## src/hdl/dmr_defines.svh

```systemverilog
// Constants for the DRAM multi-purpose register readout path
`ifndef DMR_DEFINES_SVH
`define DMR_DEFINES_SVH
`define DMR_MR3_MPR_EN_BIT  2
`define DMR_MPR_COUNT       4
`define DMR_BEATS_BL8       8
`define DMR_BEATS_BC4       4
`define DMR_BURST_BEAT_W    3
`define DMR_MPR_RESET_VAL   8'h00
`define DMR_LAT_W           6
`endif

```

## src/hdl/dmr_pkg.sv

```systemverilog
// Types for the DRAM multi-purpose register readout path
package dmr_pkg;
   typedef enum logic [1:0] {DMR_MR0, DMR_MR3, DMR_MR_OTHER, DMR_MR_RSVD} dmr_mr_type;
   typedef enum {DMR_IDLE, DMR_WAIT, DMR_BURST} dmr_state_type;
endpackage

```

## src/hdl/dmr_lane_map.sv

```systemverilog
// Staggered lane mapping from four MPR bytes onto the data lanes of one beat
`timescale 1ns/1ns
`default_nettype none
`include "dmr_defines.svh"
module dmr_lane_map #(
   parameter int DQ_W = 16
) (
   input  wire logic [8*`DMR_MPR_COUNT-1:0] mpr_i,   // Four MPR bytes, location 0 lowest
   input  wire logic [1:0]                  sel_i,   // Selected MPR location
   input  wire logic [2:0]                  beat_i,  // Beat (UI) index
   output logic      [DQ_W-1:0]             dq_o     // Bit for each lane
);
   generate
      if (DQ_W % `DMR_MPR_COUNT != 0)
      begin : g_bad_width
         $error("DQ_W must be a multiple of four");
      end
   endgenerate
   genvar n;
   generate
      for (n = 0; n < DQ_W; n = n + 1)
      begin : g_lane
         // Lane n takes location (sel + n) mod 4; upper byte repeats lower
         logic [1:0] loc;
         assign loc = 2'(sel_i + 2'(n % `DMR_MPR_COUNT));
         // UI0 carries the MSB of the byte
         assign dq_o[n] = mpr_i[8*loc + 3'(7 - beat_i)];
      end
   endgenerate
endmodule
`default_nettype wire

```

## src/hdl/dmr_readout.sv

```systemverilog
// MPR mode control and staggered readout burst generator
`timescale 1ns/1ns
`default_nettype none
`include "dmr_defines.svh"
// Functional notes
// - Lane n of the lower byte carries location (n mod 4) for MPR0, upper byte repeats it.
// - A mode write to MR3 with bit A2 set enables MPR mode and redirects reads to the MPRs.
// - The controller drives A2 low and BL8 beats come back in order 0 to 7.
// - Only BA1 and BA0 select the MPR location on a read.
// - A10, BG0 and other unassigned address pins are ignored on an MPR read.
// - A mode write to MR3 with A2 clear leaves MPR mode and restores array access.
// - With parity latency mode on, parity latency adds to read-to-data delay.
// - Bank address 00..11 selects MPR location 0..3.
// - In burst chop four, beats 0 to 3 are driven and the last four are not.
module dmr_readout #(
   parameter int DQ_W = 16
) (
   input  wire logic                        clk_i,         // Clock
   input  wire logic                        resetn_i,      // Async reset, active low
   input  wire logic                        mrs_i,         // Mode register set pulse
   input  wire logic [1:0]                  mrs_sel_i,     // Mode register selected
   input  wire logic [17:0]                 addr_i,        // Address pins A[17:0]
   input  wire logic                        rd_i,          // Read command pulse
   input  wire logic [1:0]                  ba_i,          // Bank address BA[1:0]
   input  wire logic                        bg_i,          // Bank group BG0
   input  wire logic [8*`DMR_MPR_COUNT-1:0] mpr_i,         // MPR page contents
   input  wire logic [`DMR_LAT_W-1:0]       rd_lat_i,      // Read latency in beats, >= 1
   input  wire logic [`DMR_LAT_W-1:0]       par_lat_i,     // Parity latency in beats
   input  wire logic                        par_en_i,      // Parity latency mode enabled
   output logic                             mpr_mode_o,    // MPR mode active
   output logic                             array_rd_o,    // Read passed to the array
   output logic [DQ_W-1:0]                  dq_o,          // Data lanes
   output logic [DQ_W-1:0]                  dq_oe_o,       // Lane output enables
   output logic                             burst_start_o  // First beat strobe
);
   // ----------------------------------------------------------------
   // Parameter checks
   // ----------------------------------------------------------------
   // Lanes rotate through four locations; a partial group of lanes has no defined pattern
   generate
      if (DQ_W < `DMR_MPR_COUNT || DQ_W % `DMR_MPR_COUNT != 0)
      begin : g_bad_width
         $error("DQ_W must be a nonzero multiple of four");
      end
   endgenerate

   // ----------------------------------------------------------------
   // Mode registers
   // ----------------------------------------------------------------
   logic       mpr_mode;
   logic       bc4_fixed;
   logic       bl_otf;
   always_ff @(posedge clk_i or negedge resetn_i)
   begin
      if (!resetn_i)
         mpr_mode <= 1'b0;
      else if (mrs_i && mrs_sel_i == dmr_pkg::DMR_MR3)
         mpr_mode <= addr_i[`DMR_MR3_MPR_EN_BIT];
   end

   // The mode flop is the status output itself, so status and read routing never disagree
   assign mpr_mode_o = mpr_mode;

   // MR0 A[1:0]: 00 fixed BL8, 01 on the fly, 10 fixed BC4
   always_ff @(posedge clk_i or negedge resetn_i)
   begin
      if (!resetn_i)
      begin
         bc4_fixed <= 1'b0;
         bl_otf    <= 1'b0;
      end
      else if (mrs_i && mrs_sel_i == dmr_pkg::DMR_MR0)
      begin
         bc4_fixed <= addr_i[1:0] == 2'h2;
         bl_otf    <= addr_i[1:0] == 2'h1;
      end
   end

   // ----------------------------------------------------------------
   // Read capture
   // ----------------------------------------------------------------
   // A12 low on the fly would request BC4; with A12 high it is BL8.
   logic next_bc4;
   assign next_bc4 = bc4_fixed | (bl_otf & ~addr_i[12]);

   dmr_pkg::dmr_state_type           state;
   logic [1:0]                       sel;
   logic                             bc4;
   logic [`DMR_LAT_W:0]              wait_cnt;
   logic [`DMR_BURST_BEAT_W-1:0]     beat;
   logic [`DMR_LAT_W:0]              total_lat;
   // Only BA selects; A10, BG0 and other address bits besides A12 are never looked at on a read
   assign total_lat = {1'b0, rd_lat_i} + (par_en_i ? {1'b0, par_lat_i} : 7'h00);

   // A new read during a wait or a burst is ignored; back-to-back needs a pipeline
   logic rd_take;
   logic last_beat;
   assign rd_take   = state == dmr_pkg::DMR_IDLE && rd_i && mpr_mode;
   assign last_beat = beat == 3'(`DMR_BEATS_BL8 - 1);

   // ----------------------------------------------------------------
   // Burst sequencing
   // ----------------------------------------------------------------
   // A latency of zero behaves as one; the burst always takes eight cycles
   always_ff @(posedge clk_i or negedge resetn_i)
   begin
      if (!resetn_i)
         state <= dmr_pkg::DMR_IDLE;
      else
      begin
         unique case (state)
            dmr_pkg::DMR_IDLE:
            begin
               if (rd_take)
                  state <= (total_lat <= 7'h01) ? dmr_pkg::DMR_BURST
                                                : dmr_pkg::DMR_WAIT;
            end
            dmr_pkg::DMR_WAIT:
            begin
               if (wait_cnt == 7'h02)
                  state <= dmr_pkg::DMR_BURST;
            end
            dmr_pkg::DMR_BURST:
            begin
               if (last_beat)
                  state <= dmr_pkg::DMR_IDLE;
            end
         endcase
      end
   end

   // Location and burst chop are taken with the command and held for the whole burst
   always_ff @(posedge clk_i or negedge resetn_i)
   begin
      if (!resetn_i)
      begin
         sel <= 2'h0;
         bc4 <= 1'b0;
      end
      else if (rd_take)
      begin
         sel <= ba_i;
         bc4 <= next_bc4;
      end
   end

   // Latency counter, loaded with the full latency when the command is taken
   always_ff @(posedge clk_i or negedge resetn_i)
   begin
      if (!resetn_i)
         wait_cnt <= 7'h00;
      else if (rd_take)
         wait_cnt <= total_lat;
      else if (state == dmr_pkg::DMR_WAIT)
         wait_cnt <= wait_cnt - 7'h01;
   end

   // Beat counter: the burst order is fixed and always starts at beat 0
   always_ff @(posedge clk_i or negedge resetn_i)
   begin
      if (!resetn_i)
         beat <= 3'h0;
      else if (rd_take)
         beat <= 3'h0;
      else if (state == dmr_pkg::DMR_BURST)
         beat <= beat + 3'h1;
   end

   // ----------------------------------------------------------------
   // Data lanes
   // ----------------------------------------------------------------
   logic [DQ_W-1:0] lane_bits;
   dmr_lane_map #(.DQ_W(DQ_W)) u_map (
      .mpr_i  (mpr_i),
      .sel_i  (sel),
      .beat_i (beat),
      .dq_o   (lane_bits)
   );

   logic drive;
   assign drive = state == dmr_pkg::DMR_BURST
                  && !(bc4 && beat >= 3'(`DMR_BEATS_BC4));

   // Lanes are held low while not driven so a released bus never shows stale data
   always_ff @(posedge clk_i or negedge resetn_i)
   begin
      if (!resetn_i)
      begin
         dq_o    <= '0;
         dq_oe_o <= '0;
      end
      else
      begin
         dq_o    <= drive ? lane_bits : '0;
         dq_oe_o <= {DQ_W{drive}};
      end
   end

   // ----------------------------------------------------------------
   // Status strobes
   // ----------------------------------------------------------------
   // Marks the first beat on the lanes, in the same cycle as that beat
   always_ff @(posedge clk_i or negedge resetn_i)
   begin
      if (!resetn_i)
         burst_start_o <= 1'b0;
      else
         burst_start_o <= state == dmr_pkg::DMR_BURST && beat == 3'h0;
   end

   // Reads outside MPR mode go on to the array; in MPR mode they never reach it
   always_ff @(posedge clk_i or negedge resetn_i)
   begin
      if (!resetn_i)
         array_rd_o <= 1'b0;
      else
         array_rd_o <= rd_i && !mpr_mode;
   end
endmodule
`default_nettype wire

```

## config.mk

```make
export PLATFORM = sky130hd
export DESIGN_NAME = dmr_readout
export DESIGN_NICKNAME = d
export VERILOG_FILES = /design/src/hdl/dmr_pkg.sv /design/src/hdl/dmr_lane_map.sv /design/src/hdl/dmr_readout.sv
export VERILOG_INCLUDE_DIRS = /design/src /design/src/hdl
export SDC_FILE = /design/constraint.sdc
export NUM_CORES = 1
export LEC_CHECK = 0
export BUFFER_PORTS_ARGS = -buffer_cell sky130_fd_sc_hd__clkbuf_2
export CAP_MARGIN = 10
export CELL_PAD_IN_SITES_DETAIL_PLACEMENT = 0
export CELL_PAD_IN_SITES_GLOBAL_PLACEMENT = 1
export CORE_ASPECT_RATIO = 1.25
export CORE_MARGIN = 3
export CORE_UTILIZATION = 25
export CTS_CLUSTER_SIZE = 20
export DETAILED_ROUTE_END_ITERATION = 12
export PLACE_DENSITY_LB_ADDON = 0.1
export SLEW_MARGIN = 20
export SYNTH_ARGS = -nofsm -noshare
export SYNTH_HDL_FRONTEND = slang
export SYNTH_SLANG_ARGS = --single-unit
export TNS_END_PERCENT = 10
```

## constraint.sdc

```tcl
create_clock -name clk_i -period 3.4 [get_ports clk_i]
set_input_delay 1.02 -clock clk_i [delete_from_list [all_inputs] [get_ports clk_i]]
set_output_delay 1.02 -clock clk_i [all_outputs]
set_load 0.05 [all_outputs]
```

==> summary.txt <==
Power
  – Sequential share of power: 34.2%
  – Leakage power: 1.233 nW
  – Peak VDD IR: 0.2607 mV
  – Logic pwr share: 53.2%
  – Sw Share: 46.80%
  – Internal power: 0.8028 mW
  – Pwr dens: 633.1 nW/um2
  – Switch Pwr: 0.7063 mW
  – Clock share of power: 12.6%

Global routing
  – Largest net degree at the start of global routing: 26
  – Met2 Usage GRT: 19.86%
  – Initial antenna violation count: 0
  – Total congestion overflow: 0
  – GRT Util Overall: 10.21%
  – Vias in the first global route: 1605
  – GRT met3 Usage: 1.008%
  – Met1 usage: 11.21%
  – Gr busiest metal: met2
  – Global-route wire length before repair: 7452 um

Logic synthesis
  – Seq/Total Area, Yosys: 31.00%
  – Yosys reg bits: 25
  – Syn. warnings: 0
  – Most area-hungry cell type in the Yosys netlist: dfrtp_1
  – Mapped Area: 2018 um2
  – Post-synth EDFFs: 0
  – Top FF cell, synth: dfrtp_1
  – Mean post-synth cell area: 9.703 um2
  – Synth area leaders: dfrtp_1 (31%), buf_4 (11%), ha_1 (8.7%), mux4_2 (5.6%), mux4_1 (5.2%)
  – Syn_nets: 295
  – Yosys top cell area share: 31.00%
  – Asr flop ratio synth: 100.0%
  – Mapped Cells: 208
  – Synth cell types: 39

Timing
  – Clock Skews: 4.138 ps
  – Slew headroom: 54.71%
  – Setup TNS: 0 ps
  – RSZ-0062 raised after global routing: false
  – Hold Vio Cnt, Final: 0
  – Highest clock rate: 370.9 MHz
  – Minimum clock period after layout: 2696 ps
  – Fin crit share: 79.30%
  – # setup viols final: 0
  – Slew @ Worst Pin: 679.4 ps
  – Final Max Tran Viols: 0

Worst setup path
  – CP startpoint kind: primary input
  – CP peak stage delay: 400 ps
  – Crit-path cells: clkbuf_2, and2_1, ha_1, fa_1, a211oi_1, nor2_1, a21o_1, a21oi_1, a41o_1
  – CP endpoint kind: register
  – Crit-path slowest cell: fa_1
  – CP max FO: 6
  – CP arrival: 2920 ps
  – Req. time, crit path: 3620 ps
  – Kind of critical path: in -> reg
  – Cells on worst reg2reg path: 7

Place
  – Detailed placement HPWL: 3742 um
  – Input/output buffers: 91
  – Placed instance area: 2335 um2
  – Placer congestion estimate: 0.6690

Final layout
  – Design Area, Final: 2384 um2
  – Ant. Diodes: 0
  – Syn-to-layout area delta: 18.10%
  – Fillers: 864
  – Layout cells sized above 1: 38.81%
  – Area of the multi-input gates: 1094 um2
  – # nets final: 356
  – FF+latch area: 625.6 um2

Route
  – Vias per cell: 4.457
  – 1st-iter DRT viols: 49
  – Remaining DRCs: 0
  – Avg WL per Cell: 12.49 um
  – DR pass1 iterations: 4
  – Final wirelength: 4535 um
  – Detail Route Antenna Nets: 0
  – Via count: 1618

Clock tree
  – CTS tree: yes
  – Postcts setup bufs: 0
  – CTS H-Tree Depth: 1
  – Post-CTS Hold Buffers: 0
  – Clk root buf: clkbuf_8
  – CTS sink cnt: 25
  – CTS clk-pin slew, worst paths: 100 ps
  – Max clock buf depth: 2
  – Clk Latency, worst-skew pair: 280 ps
  – Num CTS Buffers: 3
  – Post-CTS sizing: 0

Floorplanning
  – Rows: 36
  – Core area: 7838 um2
  – Chip Width: 86.36 um
  – Num ports: 107
  – DIE HEIGHT: 106.5 um
  – Total die area: 9193 um2
  – Initial core utilization: 25.75%

Flow run
  – Max-Cap Viols: 0

Worst hold path
  – Hold depth: 2
  – Worst hold-check path type: reg -> reg

Run status
  – Run status: complete, no violations
-- path summary, 6_finish.rpt --
path	from	to	slack, ps
min in group asynchronous	resetn_i	bl_otf	760
worst max-delay path	par_en_i	state[1]	700
worst min-delay path	bc4	bc4	500
worst max register to register	beat[0]	state[1]	1280
worst min register to register	bc4	bc4	500
max in group asynchronous	resetn_i	dq_o[11]	2200
-- layout by cell type (no fill, tap or decap), types with 2 or more instances in the layout --
| cell | n |
|---|---|
| a211oi_1 | 2 |
| nand2b_1 | 2 |
| clkbuf_8 | 3 |
| nor2_1 | 12 |
| inv_1 | 11 |
| xnor2_1 | 5 |
| mux2i_1 | 6 |
| a21oi_1 | 4 |
| mux4_2 | 5 |
| nand3_1 | 3 |
| mux4_1 | 4 |
| ha_1 | 14 |
| and2_1 | 6 |
| xor2_1 | 6 |
| nand3b_1 | 5 |
| o21ai_0 | 14 |
| mux2_2 | 3 |
| o21ai_1 | 2 |
| a21o_1 | 2 |
| dfrtp_1 | 25 |
| nor4_1 | 2 |
| nand2_1 | 25 |
| clkbuf_2 | 91 |
| o22ai_1 | 2 |
-- cells by family (layout without fill, tap and decap cells) --
| family | count (synthesis) | after routing | share of synthesized area (%) |
|---|---|---|---|
| muxes | 18 | 18 | 15.44 |
| AOI/OAI and AO/OA | 32 | 32 | 9.548 |
| buffers and inverters | 46 | 106 | 14.82 |
| xor gates and xnor gates | 11 | 11 | 4.774 |
| DFF | 25 | 25 | 31.00 |
| adders and majority gates | 15 | 15 | 9.672 |
| and+or+nand+nor | 61 | 61 | 14.76 |
-- sequential cells by signal, summed over array words and instances (netlist names) --
register       cells
sel                2
state              2
bc4_fixed          1
mpr_mode_o         1
wait_cnt           7
dq_oe_o            1
burst_start_o      1
dq_o               4
beat               3
bl_otf             1
array_rd_o         1
bc4                1
-- cell usage after synthesis, drive strengths merged (2+ instances only) --
cell type / n
o21ai: 16
o22ai: 2
mux4: 9
clkbuf: 2
nor2: 12
dfrtp: 25
nand2: 25
and2: 6
inv: 11
ha: 14
xor2: 6
a21oi: 4
nand3: 3
mux2i: 6
a21o: 2
nand3b: 5
mux2: 3
a211oi: 2
buf: 33
xnor2: 5
nand2b: 2
nor4: 2
-- per-stage QoR --
step,hold WS [ps],worst slack [ps],power (mW),util (%),instances
global route,556.8,544.7,1.659,30.41,363
floorplan,450.1,672.0,1.215,-,208
CTS,504.0,672.6,1.543,30.41,363
detailed placement,479.7,382.7,1.342,29.79,359
finish,500.0,703.7,1.509,30.41,363
global placement,474.7,356.2,1.343,29.79,359
-- worst max-delay path, delay by kind of cell --
family	cells	cell delay (ps)
buf+inv	1	110
fa+ha+maj	2	600
compound gates	4	930
simple gates	2	250
-- metal layers --
| layer | part of all wire (%) | up-vias |
|---|---|---|
| met5 | 0 | - |
| met4 | 0.97 | 0 |
| met3 | 4.9 | 2 |
| met2 | 56 | 52 |
| met1 | 38 | 752 |
| li1 | - | 812 |
-- area by class of cell --
type	instances	area share (%)
flip-flops and latches	25	26.25
clock buffers	3	1.732
clock inverters	1	0.3150
inverters	11	1.732
well taps	95	4.987
repair buffers	91	19.11
multi-input cells	137	45.88
-- power by group through the flow --
| stage | registers, mW | clock network [mW] | logic [mW] |
|---|---|---|---|
| global placement | 0.528 | 0 | 0.814 |
| detailed placement | 0.530 | 0 | 0.813 |
| global route | 0.539 | 0.217 | 0.902 |
| finish | 0.517 | 0.190 | 0.802 |
| floorplan | 0.503 | 0 | 0.712 |
| CTS | 0.522 | 0.201 | 0.821 |
(Power assumes the default switching activity.)
